$ cat config.mk
export PLATFORM = sky130hd
export DESIGN_NAME = btsc_exec
export DESIGN_NICKNAME = d
export VERILOG_FILES = /design/src/rtl/btsc_pkg.sv /design/src/rtl/btsc_dec_if.sv /design/src/rtl/btsc_decode.sv /design/src/rtl/btsc_exec.sv
export SDC_FILE = /design/constraint.sdc
export NUM_CORES = 1
export LEC_CHECK = 0
export ABC_AREA = 1
export BUFFER_PORTS_ARGS = -buffer_cell sky130_fd_sc_hd__buf_2
export CAP_MARGIN = 20
export CORE_UTILIZATION = 47
export DETAILED_ROUTE_END_ITERATION = 10
export PLACE_DENSITY = 0.88
export SYNTH_ARGS = -nofsm -noshare
export SYNTH_HDL_FRONTEND = slang
export SYNTH_SLANG_ARGS = --single-unit
$ cat constraint.sdc
create_clock -name clk -period 1.4 [get_ports clk]
set_input_delay 0.28 -clock clk [delete_from_list [all_inputs] [get_ports clk]]
set_output_delay 0.28 -clock clk [all_outputs]
set_load 0.02 [all_outputs]
$ cat src/rtl/btsc_pkg.sv
// Shared constants and types for the bit-test-skip and call execute block.
// Assumes a 14-bit instruction word and a 13-bit program counter.
`default_nettype none
package btsc_pkg;
  // ---------------------------------------------------------------
  // Widths
  // ---------------------------------------------------------------
  localparam int INSTR_W = 14;
  localparam int PC_W    = 13;
  localparam int LIT_W   = 11;
  localparam int DATA_W  = 8;
  localparam int LATCH_W = 5;

  // ---------------------------------------------------------------
  // Instruction fields and encodings
  // ---------------------------------------------------------------
  localparam int         SKIP_OPC_HI  = 13;
  localparam int         SKIP_OPC_LO  = 10;
  localparam logic [3:0] SKIP_SET_OPC = 4'h7;
  localparam int         CALL_OPC_HI  = 13;
  localparam int         CALL_OPC_LO  = 11;
  localparam logic [2:0] CALL_OPC     = 3'h4;
  localparam int         BIT_SEL_HI   = 9;
  localparam int         BIT_SEL_LO   = 7;
  localparam int         PAGE_HI      = 4;
  localparam int         PAGE_LO      = 3;
  localparam logic [INSTR_W-1:0] NO_OPERATION = 14'h0000;

  // ---------------------------------------------------------------
  // Reset values
  // ---------------------------------------------------------------
  localparam logic [PC_W-1:0] PC_RESET = 13'h0000;

  // ---------------------------------------------------------------
  // Types and helpers
  // ---------------------------------------------------------------
  typedef enum logic [0:0] {
    BTSC_RUN = 1'b0,
    BTSC_NOP = 1'b1
  } btsc_state_t;

  // Return address of an instruction: its own address plus one.
  function automatic logic [PC_W-1:0] btsc_next_pc(input logic [PC_W-1:0] pc);
    btsc_next_pc = pc + 13'h0001;
  endfunction
endpackage
`default_nettype wire

$ cat src/rtl/btsc_dec_if.sv
// Decoded fields passed from the instruction decoder to the execute logic.
// Assumes both ends sit in the same clock domain.
`default_nettype none
interface btsc_dec_if;
  import btsc_pkg::*;
  logic [INSTR_W-1:0] word;
  logic               isSkipSet;
  logic               isCall;
  logic [2:0]         bitSel;
  logic [LIT_W-1:0]   literal;
  modport decoder (input word, output isSkipSet, output isCall, output bitSel, output literal);
  modport exec    (output word, input isSkipSet, input isCall, input bitSel, input literal);
endinterface
`default_nettype wire

$ cat src/rtl/btsc_decode.sv
// Combinational decoder for the bit-test-skip-if-set and call instructions.
// Assumes the word presented is the instruction currently in execute.
`default_nettype none
module btsc_decode
  import btsc_pkg::*;
(
  btsc_dec_if.decoder dec
);
  // ---------------------------------------------------------------
  // Field extraction
  // ---------------------------------------------------------------
  // Opcode compares and field slices; no state is held here.
  always_comb begin
    dec.isSkipSet = (dec.word[SKIP_OPC_HI:SKIP_OPC_LO] == SKIP_SET_OPC);
    dec.isCall    = (dec.word[CALL_OPC_HI:CALL_OPC_LO] == CALL_OPC);
    dec.bitSel    = dec.word[BIT_SEL_HI:BIT_SEL_LO];
    dec.literal   = dec.word[LIT_W-1:0];
  end
endmodule
`default_nettype wire

$ cat src/rtl/btsc_exec.sv
// Execute stage for bit-test-skip-if-set and subroutine call.
// Assumes the core presents the fetched word, its address, the file register
// value it addresses and the page latch, all on clk, one instruction cycle per clk.
//
// Notes on behaviour
// RULE1 - Tested bit zero: next instruction runs normally.
// RULE2 - Tested bit one: discard next, execute no_operation.
// RULE3 - Skip takes two cycles, no skip one.
// RULE4 - Call pushes address plus one onto stack.
// RULE5 - Call loads literal low, page latch high.
// RULE6 - Caller keeps literal within zero to 2047.
// RULE7 - Call takes two cycles, second forced no_operation.
`default_nettype none
module btsc_exec
  import btsc_pkg::*;
(
  input  wire logic               clk,
  input  wire logic               rst_n,
  input  wire logic               instrValid,
  input  wire logic [INSTR_W-1:0] instrWord,
  input  wire logic [PC_W-1:0]    instrPc,
  input  wire logic [DATA_W-1:0]  fileData,
  input  wire logic [LATCH_W-1:0] pcUpperPageLatch,
  output logic      [INSTR_W-1:0] execOp_q,
  output logic                    skipTaken_q,
  output logic                    nopCycle_q,
  output logic                    pushValid_q,
  output logic      [PC_W-1:0]    returnStackTop_q,
  output logic                    pcLoad_q,
  output logic      [PC_W-1:0]    pcTarget_q,
  output logic                    retire_q
);
  // ---------------------------------------------------------------
  // Decoder
  // ---------------------------------------------------------------
  // Decoded fields travel in an interface so further execute units can share
  // the decoder without growing a long port list.
  btsc_dec_if dec ();

  assign dec.word = instrWord;

  btsc_decode u_decode (
    .dec (dec.decoder)
  );

  // ---------------------------------------------------------------
  // Next-state logic
  // ---------------------------------------------------------------
  btsc_state_t          state_q;
  btsc_state_t          state_d;
  logic [INSTR_W-1:0]   execOp_d;
  logic                 skipTaken_d;
  logic                 nopCycle_d;
  logic                 pushValid_d;
  logic [PC_W-1:0]      returnStackTop_d;
  logic                 pcLoad_d;
  logic [PC_W-1:0]      pcTarget_d;
  logic                 retire_d;
  logic                 testedBit;
  logic                 takeNew;

  // The tested bit is picked straight from the file value; a three-bit select
  // can never point outside the eight data bits.
  assign testedBit = fileData[dec.bitSel];
  assign takeNew   = (state_q == BTSC_RUN) && instrValid;

  // The stack top and target hold their last value so the core may sample
  // them late; the strobes and the executed word are single-cycle.
  always_comb begin
    state_d          = state_q;
    execOp_d         = NO_OPERATION;
    skipTaken_d      = 1'b0;
    nopCycle_d       = 1'b0;
    pushValid_d      = 1'b0;
    returnStackTop_d = returnStackTop_q;
    pcLoad_d         = 1'b0;
    pcTarget_d       = pcTarget_q;
    retire_d         = 1'b0;
    case (state_q)
      BTSC_RUN: begin
        if (instrValid) begin
          execOp_d = instrWord;
          if (dec.isSkipSet && testedBit) begin
            // RULE2 skip discards next
            skipTaken_d = 1'b1;
            state_d     = BTSC_NOP;
          end else if (dec.isCall) begin
            // RULE4 push return address
            pushValid_d      = 1'b1;
            returnStackTop_d = btsc_next_pc(instrPc);
            // RULE5 build call target
            pcLoad_d         = 1'b1;
            pcTarget_d       = {pcUpperPageLatch[PAGE_HI:PAGE_LO], dec.literal};
            state_d          = BTSC_NOP;
          end else begin
            // RULE1 no skip, single cycle
            retire_d = 1'b1;
          end
        end
      end
      BTSC_NOP: begin
        // RULE3 second cycle completes
        // RULE7 forced no_operation cycle
        // Whatever word is fetched now belongs to the old flow and is dropped.
        nopCycle_d = 1'b1;
        retire_d   = 1'b1;
        state_d    = BTSC_RUN;
      end
      default: begin
        state_d = BTSC_RUN;
      end
    endcase
  end

  // ---------------------------------------------------------------
  // Registers
  // ---------------------------------------------------------------
  // Every output is registered here, so decisions show one cycle after the
  // word was taken.
  always_ff @(posedge clk or negedge rst_n) begin
    if (!rst_n) begin
      state_q          <= BTSC_RUN;
      execOp_q         <= NO_OPERATION;
      skipTaken_q      <= 1'b0;
      nopCycle_q       <= 1'b0;
      pushValid_q      <= 1'b0;
      returnStackTop_q <= PC_RESET;
      pcLoad_q         <= 1'b0;
      pcTarget_q       <= PC_RESET;
      retire_q         <= 1'b0;
    end else begin
      state_q          <= state_d;
      execOp_q         <= execOp_d;
      skipTaken_q      <= skipTaken_d;
      nopCycle_q       <= nopCycle_d;
      pushValid_q      <= pushValid_d;
      returnStackTop_q <= returnStackTop_d;
      pcLoad_q         <= pcLoad_d;
      pcTarget_q       <= pcTarget_d;
      retire_q         <= retire_d;
    end
  end

  logic            skipHit;
  logic            callHit;
  logic            bitHit;
  logic            skipGo;
  logic            skipNo;
  logic            callGo;
  logic            plainGo;
  logic            inSlot;
  logic [PC_W-1:0] callTarget;
  logic [PC_W-1:0] callReturn;

  // Antecedents are rebuilt from the raw word and pins instead of the decoder,
  // so a broken decode cannot hide behind its own wrong answer.
  assign skipHit    = (instrWord[SKIP_OPC_HI:SKIP_OPC_LO] == SKIP_SET_OPC);
  assign callHit    = (instrWord[CALL_OPC_HI:CALL_OPC_LO] == CALL_OPC);
  assign bitHit     = fileData[instrWord[BIT_SEL_HI:BIT_SEL_LO]];
  assign skipGo     = takeNew && skipHit && bitHit;
  assign skipNo     = takeNew && skipHit && !bitHit;
  assign callGo     = takeNew && callHit;
  assign plainGo    = takeNew && !callHit && !(skipHit && bitHit);
  assign inSlot     = (state_q == BTSC_NOP);
  assign callTarget = {pcUpperPageLatch[PAGE_HI:PAGE_LO], instrWord[LIT_W-1:0]};
  assign callReturn = instrPc + 13'h0001;
endmodule
`default_nettype wire

* Word level (Yosys, flattened, before mapping)
Cells that the tools add are included.
Operators by class: $add $sub $neg 1, order comparisons 1, eq/ne operators 2, mux-type cells 19, bitwise gates (word level) 2, reductions and logical operators 2
Operator list (count):
- $mux 14 | 2
- $mux 1 | 14
- $add 13x1->13 const B | 1
- $eq 4x3->1 const B | 1
- $lt 3x4->1 const B | 1
- $pmux 1 s2 | 2
- $reduce_and 4->1 | 1
- $bmux 1 s3 | 1
- $eq 3x3->1 const B | 1
- $not 1->1 | 2
- $logic_and 1x1->1 | 1
Word-level totals: bits in registers 45, output and inout bits 45

* Longest topological paths before layout
Gate-level depths: netlist (run 1).
word-level depth 6, depth in mapped cells 8, gate-level depth less buffers 8

* Hierarchy
From an unflattened synthesis (run 1), not the netlist that was laid out.
Unflattened totals: cells, all modules 268, area total of the unflattened synthesis 2178.3 µm²
Modules (own cells, without submodules):
- btsc_exec | times used 1, cells each 247, area each 2047.0 µm², seq. area each 1126.1 µm²
- btsc_decode | times used 1, cells each 21, area each 131.4 µm², seq. area each 0.0 µm²

* Worst setup path after synthesis (run 1)
Ideal clock, no wire load.
path kind in2reg, start point input port instrPc[0], end point register returnStackTop_q[10], arrival 968 ps, required time 1283 ps, setup slack 315 ps, stages on the path 8, path buffers 0, cells stage by stage ha_1 -> nand2_2 -> nor2_4 -> nand3_1 -> nor2_1 -> nand2_1 -> nand3_1 -> nand2_1
On the way: cells in the longest elaborated chain, start to end 1
Ends and longest elaborated chain:
- start, declared | line btsc_exec.sv:21 | input wire logic [PC_W-1:0] instrPc,
- $add 13x1->13
- end signal, assigned | line btsc_exec.sv:137 | returnStackTop_q <= returnStackTop_d;
- end, declared | line btsc_exec.sv:28 | output logic [PC_W-1:0] returnStackTop_q,
No other way between the ends. A chain may end at the register's enable or synchronous reset.

* Worst setup path after layout (run 1)
start point register state_q (netlist: inSlot), end point register pcTarget_q[5]
On the way: cells in the longest elaborated chain, start to end 2
Ends and longest elaborated chain:
- start, declared | line btsc_exec.sv:49 | btsc_state_t state_q;
- start signal, assigned | line btsc_exec.sv:132 | state_q <= state_d;
- $not 1->1 (no line)
- $reduce_and 4->1 (no line)
- end signal, assigned | line btsc_exec.sv:139 | pcTarget_q <= pcTarget_d;
- end, declared | line btsc_exec.sv:30 | output logic [PC_W-1:0] pcTarget_q,
No other way between the ends.

==> flow_summary.yaml, run 1 <==
clock_network:
  cts-buffers-inserted: 5
  tritoncts: "done"
  cts_setup_buffers: 0
  cts.sinks: 45
  clk_path_buf_depth: 2
  clk_pin_slew_ns: 0.08
  cts_resized: 0
  htreeDepth: 2
  insertion_delay_ns: 0.29
  cts_root_buffer: "clkbuf_8"
place:
  numPortBuffers: 84
  place.gp.congestion: 0.8063
  place_ws_ns: 0.07308
  place_hpwl_mm: 3.031
  dp_cells: 346
worst_setup_path:
  critPathRequiredTime_ns: 1.62
  cp_data_arrival_time_ns: 1.46
  crit_path_start_kind: "register"
  path_class: "reg -> reg"
  cp_slowest_cell: "dfrtp_1"
  endpoint_kind: "register"
  rrSetupSlack_ns: 0.16
  critical_path_buf_inv_count: 2
  crit_fanout: 41
  crit_chain: "inv_2 > nand2_4 > nor2_8 > inv_4 > nand2_1 > o21ai_2"
  crit_family: "buffers and inverters"
  critPathMaxStageDelay_ns: 0.39
finish:
  nNetsFinal: 348
  finalNonFillerCells: 355
  area_growth_pct: 26.88
  drive_gt1_share_pct: 40.33
  diodes: 0
floorplanning:
  initial_core_util_pct: 49.66
  die_area_um2: 4585
  core_area_um2: 4086
  io_pins: 88
  fp-row-count: 23
  die_h_um: 67.71
  die_w_um: 67.71
detailed_routing:
  dr.pass1.iters: 4
  avgViaCountPerCell: 4.659
  routed_wl_mm: 4.088
  wl_per_cell_um: 11.52
  drt_iter0_drc: 93
  ant_nets: 0
  drc: 0
  route.vias.total: 1654
timing:
  worstMarginPinSlew_ns: 0.4693
  fin_worst_skew_ns: 0.002592
  setup_violations: 0
  finalHoldViolCount: 0
  period_share_pct: 88.78
  fin_crit_ns: 1.243
  fmax_mhz: 804.5
  max_slew_margin_pct: 68.71
  whs_ns: 0.1956
  slew_viol_final: 0
  tns_ns: 0
  layout_setup_ws_ns: 0.1570
  grt_setup_unrepaired: "false"
yosys:
  syn_nets: 260
  synthTopCellsByCount: "nand2_1, dfrtp_1, inv_1"
  synth_top_area_cell: "dfrtp_1"
  synthFlopType: "dfrtp_1"
  ys_ff_latch: 45
  syn_area_um2: 2029
  synth.distinct_cells: 29
  yosys.area.top_type_share_pct: 55.49
  netlist_instances: 216
  synth-edff-count: 0
  avgSynthCellArea_um2: 9.396
  synth_top_cells_by_area: "dfrtp_1, nand2_1, o21ai_2, inv_1, nand3_1"
  ys.warnings.count: 0
  ys_seq_area_share_pct: 55.49
  yosysMostFrequentCell: "nand2_1"
  async_flop_share_pct: 100.0
global_route:
  busiest_layer: "met2"
  grt.met3_usage_pct: 4.392
  grt.total_usage_pct: 19.89
  grt_max_degree: 46
  grt_first_pass_wirelength_mm: 6.596
  antenna_found_initial: 0
  grt_use_met1_pct: 23.55
  grt_pass1_vias: 1521
  use_met2_pct: 33.79
  overflow: 0
power:
  ir_drop_mv: 0.8177
  p_leak_uw: 0.001472
  p_per_area_nw_per_um2: 1227
hold_path:
  hp-class: "in -> reg"
status:
  status: "finished clean"
job:
  drv_cap: 0
## final cells by class
type / count / area (um2)
Clock inverter: 2 / 10.01
Multi-Input combinational cell: 142 / 753.2
Sequential cell: 45 / 1126
Inverter: 22 / 85.08
Tap cell: 50 / 62.56
Timing Repair Buffer: 88 / 465.4
Clock buffer: 6 / 72.57
Fill cell: 371 / 1511
## where the power goes
group	leakage [uW]	internal [uW]	total (uW)	switching, uW
Sequential	0.000574	1480	1560	84.5
Combinational	0.000853	299	838	540
Clock	0.0000450	346	758	411
Total	0.00147	2120	3160	1040
## sequential cells by signal, summed over array words and instances (netlist names)
register          cells
retire_q              1
skipTaken_q           1
inSlot                1
execOp_q             14
pcLoad_q              1
pcTarget_q           13
returnStackTop_q     13
nopCycle_q            1
## per-stage QoR
stage | total power [uW] | util, % | instance area (um2)
floorplan | 2094 | - | 2029
global placement | 2405 | 60.75 | 2482
detailed placement | 2436 | 60.75 | 2482
CTS | 3197 | 63.01 | 2575
global route | 3331 | 63.01 | 2575
finish | 3160 | 63.01 | 2575
## cell usage in the layout (no fill, tap or decap)
master and n:
nand3b_1 2, clkinv_2 2, o21bai_1 1, nor2_8 1
clkbuf_1 1, nor2_1 17, inv_1 20, dlygate4sd3_1 1
buf_4 2, nor3_2 1, a31oi_1 1, nand2_4 1
inv_4 1, nor3_1 1, o21ai_1 2, buf_12 1
nand2_2 4, clkbuf_8 5, buf_2 84, dfrtp_1 45
nand2_1 66, nor2_2 3, inv_2 1, nor4_1 1
nand3_1 14, xor2_1 2, o21ai_2 14, ha_1 1
and2_1 1, nand4_1 3, nor2_4 2, nand3_2 1
xnor2_1 3
## metal layers
layer	part of all wire, %	routed length (um)
met5	0	0
met1	42	1718
met3	4.5	185
met4	1.1	45
met2	52	2140
## worst reg2reg max path: cells and delay by family, from the launching register on
kind / cells / cell delay (ns)
buf+inv: 2 / 0.41
flops: 1 / 0.39
simple gates: 3 / 0.28
compound gates: 1 / 0.09
## what timing repair did
item                       in CTS  in global routing
hold endpoints to repair       45                  0
hold buffers                    1                  0
setup endpoints to repair       0                  0
## kinds of logic (layout without fill, tap and decap cells)
kind of cell | Yosys count | count (layout) | synth area share, %
AOI/OAI and AO/OA | 18 | 18 | 7.214
xor gates and xnor gates | 5 | 5 | 2.158
adders and majority gates | 1 | 1 | 0.6164
buffers and inverters | 29 | 118 | 7.398
DFF | 45 | 45 | 55.49
and+or+nand+nor | 118 | 118 | 27.13
## worst paths after layout
| check | startpoint | endpoint | cells past startpoint |
|---|---|---|---|
| min in group asynchronous | rst_n | pcTarget_q[12] | 3 |
| max | inSlot | pcTarget_q[5] | 6 |
| max in group asynchronous | rst_n | execOp_q[1] | 3 |
| min reg2reg | inSlot | nopCycle_q | 0 |
| min | pcUpperPageLatch[3] | pcTarget_q[11] | 3 |
| max reg2reg | inSlot | pcTarget_q[5] | 6 |
Note: power is estimated with default switching activity, not from simulation.
==> inputs of run 2 (changes only) <==
--- a/config.mk
+++ b/config.mk
@@ -8,9 +8,9 @@
 export ABC_AREA = 1
 export BUFFER_PORTS_ARGS = -buffer_cell sky130_fd_sc_hd__buf_2
 export CAP_MARGIN = 20
-export CORE_UTILIZATION = 47
+export CORE_UTILIZATION = 50
 export DETAILED_ROUTE_END_ITERATION = 10
-export PLACE_DENSITY = 0.88
+export PLACE_DENSITY = 0.93
 export SYNTH_ARGS = -nofsm -noshare
 export SYNTH_HDL_FRONTEND = slang
 export SYNTH_SLANG_ARGS = --single-unit
==> constraint.sdc (replaced) <==
create_clock -name clk -period 1.6 [get_ports clk]
set_input_delay 0.32 -clock clk [delete_from_list [all_inputs] [get_ports clk]]
set_output_delay 0.32 -clock clk [all_outputs]
set_load 0.02 [all_outputs]
==> run 2 against run 1 <==
Compared with the run above: clock power decreased by 1%; non-clock buffer count down 1; clock skew barely moved; sequential cell count unchanged; via count down 0.42%; fmax shrank 0.43%; core utilization grew 5.1 points; critical path type unchanged.
==> flow_summary.yaml, run 2 (synthesized netlist as in run 1, its figures left out) <==
clock_network:
  cts-buffers-inserted: 5
  cts_root_buffer: "clkbuf_8"
  htreeDepth: 2
  cts_hold_buffers: 0
  insertion_delay_ns: 0.29
  tritoncts: "done"
  cts_resized: 0
  cts.sinks: 45
  cts_setup_buffers: 0
  clk_pin_slew_ns: 0.08
  clk_path_buf_depth: 2
timing:
  fin_crit_ns: 1.248
  worstMarginPinSlew_ns: 0.5361
  tns_ns: 0
  max_slew_margin_pct: 64.26
  fin_worst_skew_ns: 0.002175
  setup_violations: 0
  finalHoldViolCount: 0
  grt_setup_unrepaired: "false"
  period_share_pct: 78.02
  fmax_mhz: 801.1
  slew_viol_final: 0
worst_setup_path:
  endpoint_kind: "register"
  crit_path_start_kind: "register"
  cp_data_arrival_time_ns: 1.47
  crit_fanout: 41
  path_class: "reg -> reg"
  critPathRequiredTime_ns: 1.82
global_route:
  grt.total_usage_pct: 22.15
  grt_pass1_vias: 1610
  grt_first_pass_wirelength_mm: 7.051
  antenna_found_initial: 0
  overflow: 0
  grt_max_degree: 46
finish:
  final_common_cell: "buf_2"
  nNetsFinal: 347
  top_register: "execOp_q"
  largest_reg_flops: 14
  mostFrequentLayoutCells: "buf_2, nand2_1, dfrtp_1"
  area_growth_pct: 26.57
  drive_gt1_share_pct: 40.79
  reg.largest.list: "execOp_q x14, pcTarget_q x13, returnStackTop_q x13"
  diodes: 0
  finalNonFillerCells: 352
status:
  status: "finished clean"
floorplanning:
  die_w_um: 65.71
  initial_core_util_pct: 53.82
  core_area_um2: 3771
  die_h_um: 65.71
  io_pins: 88
  fp-row-count: 22
  die_area_um2: 4318
power:
  ir_drop_mv: 0.6799
  p_per_area_nw_per_um2: 1108
  p_leak_uw: 0.001472
  power_uw: 2845
detailed_routing:
  dr.pass1.iters: 4
  drt_iter0_drc: 111
  avgViaCountPerCell: 4.679
  routed_wl_mm: 4.138
  drc: 0
  route.vias.total: 1647
  wl_per_cell_um: 11.76
  ant_nets: 0
hold_path:
  hp-class: "in -> async"
place:
  dp_cells: 344
  place.gp.congestion: 0.8165
  numPortBuffers: 84
  place_hpwl_mm: 3.125
job:
  drv_cap: 0
run 2: worst paths after layout:
| path | slack (ns) | from | to | depth (start not counted) |
|---|---|---|---|---|
| setup / recovery | 0.35 | inSlot | pcTarget_q[4] | 6 |
| hold / removal | 0.1 | rst_n | pcTarget_q[6] | 2 |
| setup reg to reg | 0.35 | inSlot | pcTarget_q[4] | 6 |
| hold reg to reg | 0.43 | inSlot | nopCycle_q | 0 |
| max in group asynchronous | 1.13 | rst_n | pcTarget_q[12] | 2 |
| min in group clk | 0.23 | pcUpperPageLatch[4] | pcTarget_q[12] | 3 |
run 2: area by class of cell:
type	instances	area (um2)
Inverter	22	85.08
Clock inverter	1	5.005
Tap cell	48	60.06
Fill cell	310	1202
Clock buffer	7	96.34
Sequential cell	45	1126
Multi-Input combinational cell	142	753.2
Timing Repair Buffer	87	442.9
run 2: critical path, cell delays in order, from the launching register on:
cell and delay [ns]:
dfrtp_1 0.38, inv_2 0.07, nand2_4 0.09, nor2_8 0.05, inv_4 0.34, nand2_1 0.15
o21ai_2 0.09
run 2: through the flow:
| stage | utilization, % | setup WS [ns] | hold slack [ns] | area (um2) |
|---|---|---|---|---|
| floorplan | - | 0.4747 | 0.02441 | 2029 |
| global placement | 65.43 | 0.2700 | 0.4045 | 2467 |
| detailed placement | 65.43 | 0.2280 | 0.4102 | 2467 |
| CTS | 68.12 | 0.3400 | 0.1190 | 2569 |
| global route | 68.12 | 0.2570 | 0.1534 | 2569 |
| finish | 68.12 | 0.3516 | 0.09981 | 2569 |
run 2: routing by layer:
layer	vias up	global-route usage [%]	part of all wire [%]
met2	39	37.88	52
met3	9	4.340	3.3
met4	0	11.96	2.5
li1	853	-	-
met5	-	0	0
met1	746	25.85	42
run 2: report_power, final:
group	total [uW]	internal (uW)	switching [uW]
registers	1370	1290	74.7
clock network	749	390	359
logic	727	256	470
total	2850	1940	904
==> inputs of run 3 (changes only) <==
--- a/config.mk
+++ b/config.mk
@@ -8,9 +8,9 @@
 export ABC_AREA = 1
 export BUFFER_PORTS_ARGS = -buffer_cell sky130_fd_sc_hd__buf_2
 export CAP_MARGIN = 20
-export CORE_UTILIZATION = 50
+export CORE_UTILIZATION = 47
 export DETAILED_ROUTE_END_ITERATION = 10
-export PLACE_DENSITY = 0.93
+export PLACE_DENSITY = 0.88
 export SYNTH_ARGS = -nofsm -noshare
 export SYNTH_HDL_FRONTEND = slang
 export SYNTH_SLANG_ARGS = --single-unit
==> constraint.sdc (replaced) <==
create_clock -name clk -period 1.27 [get_ports clk]
set_input_delay 0.254 -clock clk [delete_from_list [all_inputs] [get_ports clk]]
set_output_delay 0.254 -clock clk [all_outputs]
set_load 0.02 [all_outputs]
==> run 3 against run 2 <==
Compared with the run above: clock power up 67%; non-clock buffer count is 2 higher; critical path type unchanged; routed wire length fell by 2.2%; worst hold slack better by 0.059 ns.
==> flow_summary.yaml, run 3 (synthesized netlist as in run 1, its figures left out) <==
finish:
  reg.largest.list: "execOp_q x14, pcTarget_q x13, returnStackTop_q x13"
  drive_gt1_share_pct: 40.85
  diodes: 0
  fill_cells: 339
  mostFrequentLayoutCells: "buf_2, nand2_1, dfrtp_1"
  nNetsFinal: 349
  top_register: "execOp_q"
  area_growth_pct: 29.90
  largest_reg_flops: 14
  final_common_cell: "buf_2"
  fin_util_pct: 64.51
worst_setup_path:
  reg2reg_to: "returnStackTop_q[7]"
  crit_chain: "inv_2 > nand2_4 > nor2_8 > buf_4 > nor2_1 > a31oi_1"
  cp_slowest_cell: "dfrtp_1"
  r2r_cells: 6
  crit_family: "flip-flops"
  rrSetupSlack_ns: 0.11
  crit_path_start_kind: "register"
  critPathMaxStageDelay_ns: 0.41
  reg2reg_from: "inSlot"
  endpoint_kind: "register"
  critical_path_buf_inv_count: 2
  crit_fanout: 13
  cp_data_arrival_time_ns: 1.38
  critPathRequiredTime_ns: 1.49
  path_class: "reg -> reg"
floorplanning:
  io_pins: 88
  core_area_um2: 4086
  initial_core_util_pct: 49.66
  die_w_um: 67.71
  die_h_um: 67.71
  fp-row-count: 23
  die_area_um2: 4585
power:
  p_leak_uw: 0.001501
  ir_drop_mv: 0.7415
  p_clk_share_pct: 32.1
  intPower_uw: 2743
  power_frac_seq_pct: 44.1
  switchingPower_uw: 1159
  swShare_pct: 29.71
  p_per_area_nw_per_um2: 1480
  p_comb_share_pct: 23.8
timing:
  slew_viol_final: 0
  finalHoldViolCount: 0
  worstMarginPinSlew_ns: 0.3394
  period_share_pct: 90.95
  setup_violations: 0
  grt_setup_unrepaired: "false"
  tns_ns: 0
  fin_crit_ns: 1.155
  max_slew_margin_pct: 77.16
  fmax_mhz: 865.7
  whs_ns: 0.1587
  fin_worst_skew_ns: 0.005714
clock_network:
  clk_pin_slew_ns: 0.08
  tritoncts: "done"
  cts-buffers-inserted: 5
  htreeDepth: 2
  cts_setup_buffers: 0
  cts.sinks: 45
  insertion_delay_ns: 0.29
  cts_root_buffer: "clkbuf_8"
  clk_path_buf_depth: 2
global_route:
  grt.total_usage_pct: 20.09
  grt_pass1_vias: 1600
  overflow: 0
  grt_first_pass_wirelength_mm: 6.810
  grt_max_degree: 46
  antenna_found_initial: 0
detailed_routing:
  ant_nets: 0
  routed_wl_mm: 4.047
  wl_per_cell_um: 11.37
  dr.pass1.iters: 5
  avgViaCountPerCell: 4.739
  drt_iter0_drc: 86
  route.vias.total: 1687
  drc: 0
status:
  status: "finished clean"
job:
  drv_cap: 0
hold_path:
  hp-class: "in -> reg"
  hp-start: "pcUpperPageLatch[4]"
  hold_path_end: "pcTarget_q[12]"
  whs_path_depth: 3
place:
  place_hpwl_mm: 2.938
  place.gp.congestion: 0.8255
  numPortBuffers: 84
==> run 3: what timing repair did <==
item / CTS / global route
hold buffers: 1 / 0
endpoints found under the setup margin: 0 / 26
endpoints found under the hold margin: 45 / 0
resized for setup: 0 / 1
==> run 3: worst max-delay path by stage <==
stage	startpoint	endpoint	depth (start not counted)
after floorplan	inSlot	pcTarget_q[7]	7
after CTS	inSlot	pcTarget_q[5]	6
after global routing	inSlot	returnStackTop_q[7]	6
final	inSlot	returnStackTop_q[7]	6
after global placement	instrPc[1]	returnStackTop_q[10]	9
after detailed placement	instrPc[1]	returnStackTop_q[10]	9
==> run 3: layout make-up <==
type                    count  area (um2)  share of cell area (%)
inverters                  22       87.58                   3.322
multi-input cells         142       753.2                   28.57
clock buffers               5       68.82                   2.610
clock inverters             3       65.06                   2.468
well taps                  50       62.56                   2.373
flip-flops and latches     45        1126                   42.71
repair buffers             89       473.0                   17.94
==> run 3: power groups by stage <==
stage / Sequential (uW) / Clock, uW / Combinational, uW
after floorplan: 2010 / 0 / 301
after global placement: 1740 / 0 / 912
after detailed placement: 1750 / 0 / 937
after CTS: 1720 / 1280 / 940
after global routing: 1750 / 1350 / 1020
final: 1720 / 1250 / 928
==> run 3: through the flow <==
step | setup slack [ns] | total power [uW] | std cells | instance area (um2)
2_1_floorplan | 0.1903 | 2309 | 216 | 2029
3_3_place_gp | 0.02454 | 2654 | 347 | 2490
3_5_place_dp | -0.01457 | 2683 | 347 | 2490
4_1_cts | 0.03577 | 3946 | 356 | 2634
5_1_grt | 0.02847 | 4112 | 356 | 2636
6_report | 0.1149 | 3903 | 356 | 2636
==> run 3: layer usage <==
layer  up-vias  wire, um  GRT usage (%)
met3        10       221          5.912
met4         0        67          8.245
li1        855         -              -
met5         -         0              0
met1       754      1692          23.62
met2        68      2065          33.91
==> run 3: worst reg2reg max path, cell delays in order (launching register included) <==
cell and delay (ns):
dfrtp_1 0.41, inv_2 0.08, nand2_4 0.07, nor2_8 0.13, buf_4 0.21, nor2_1 0.07, a31oi_1 0.13
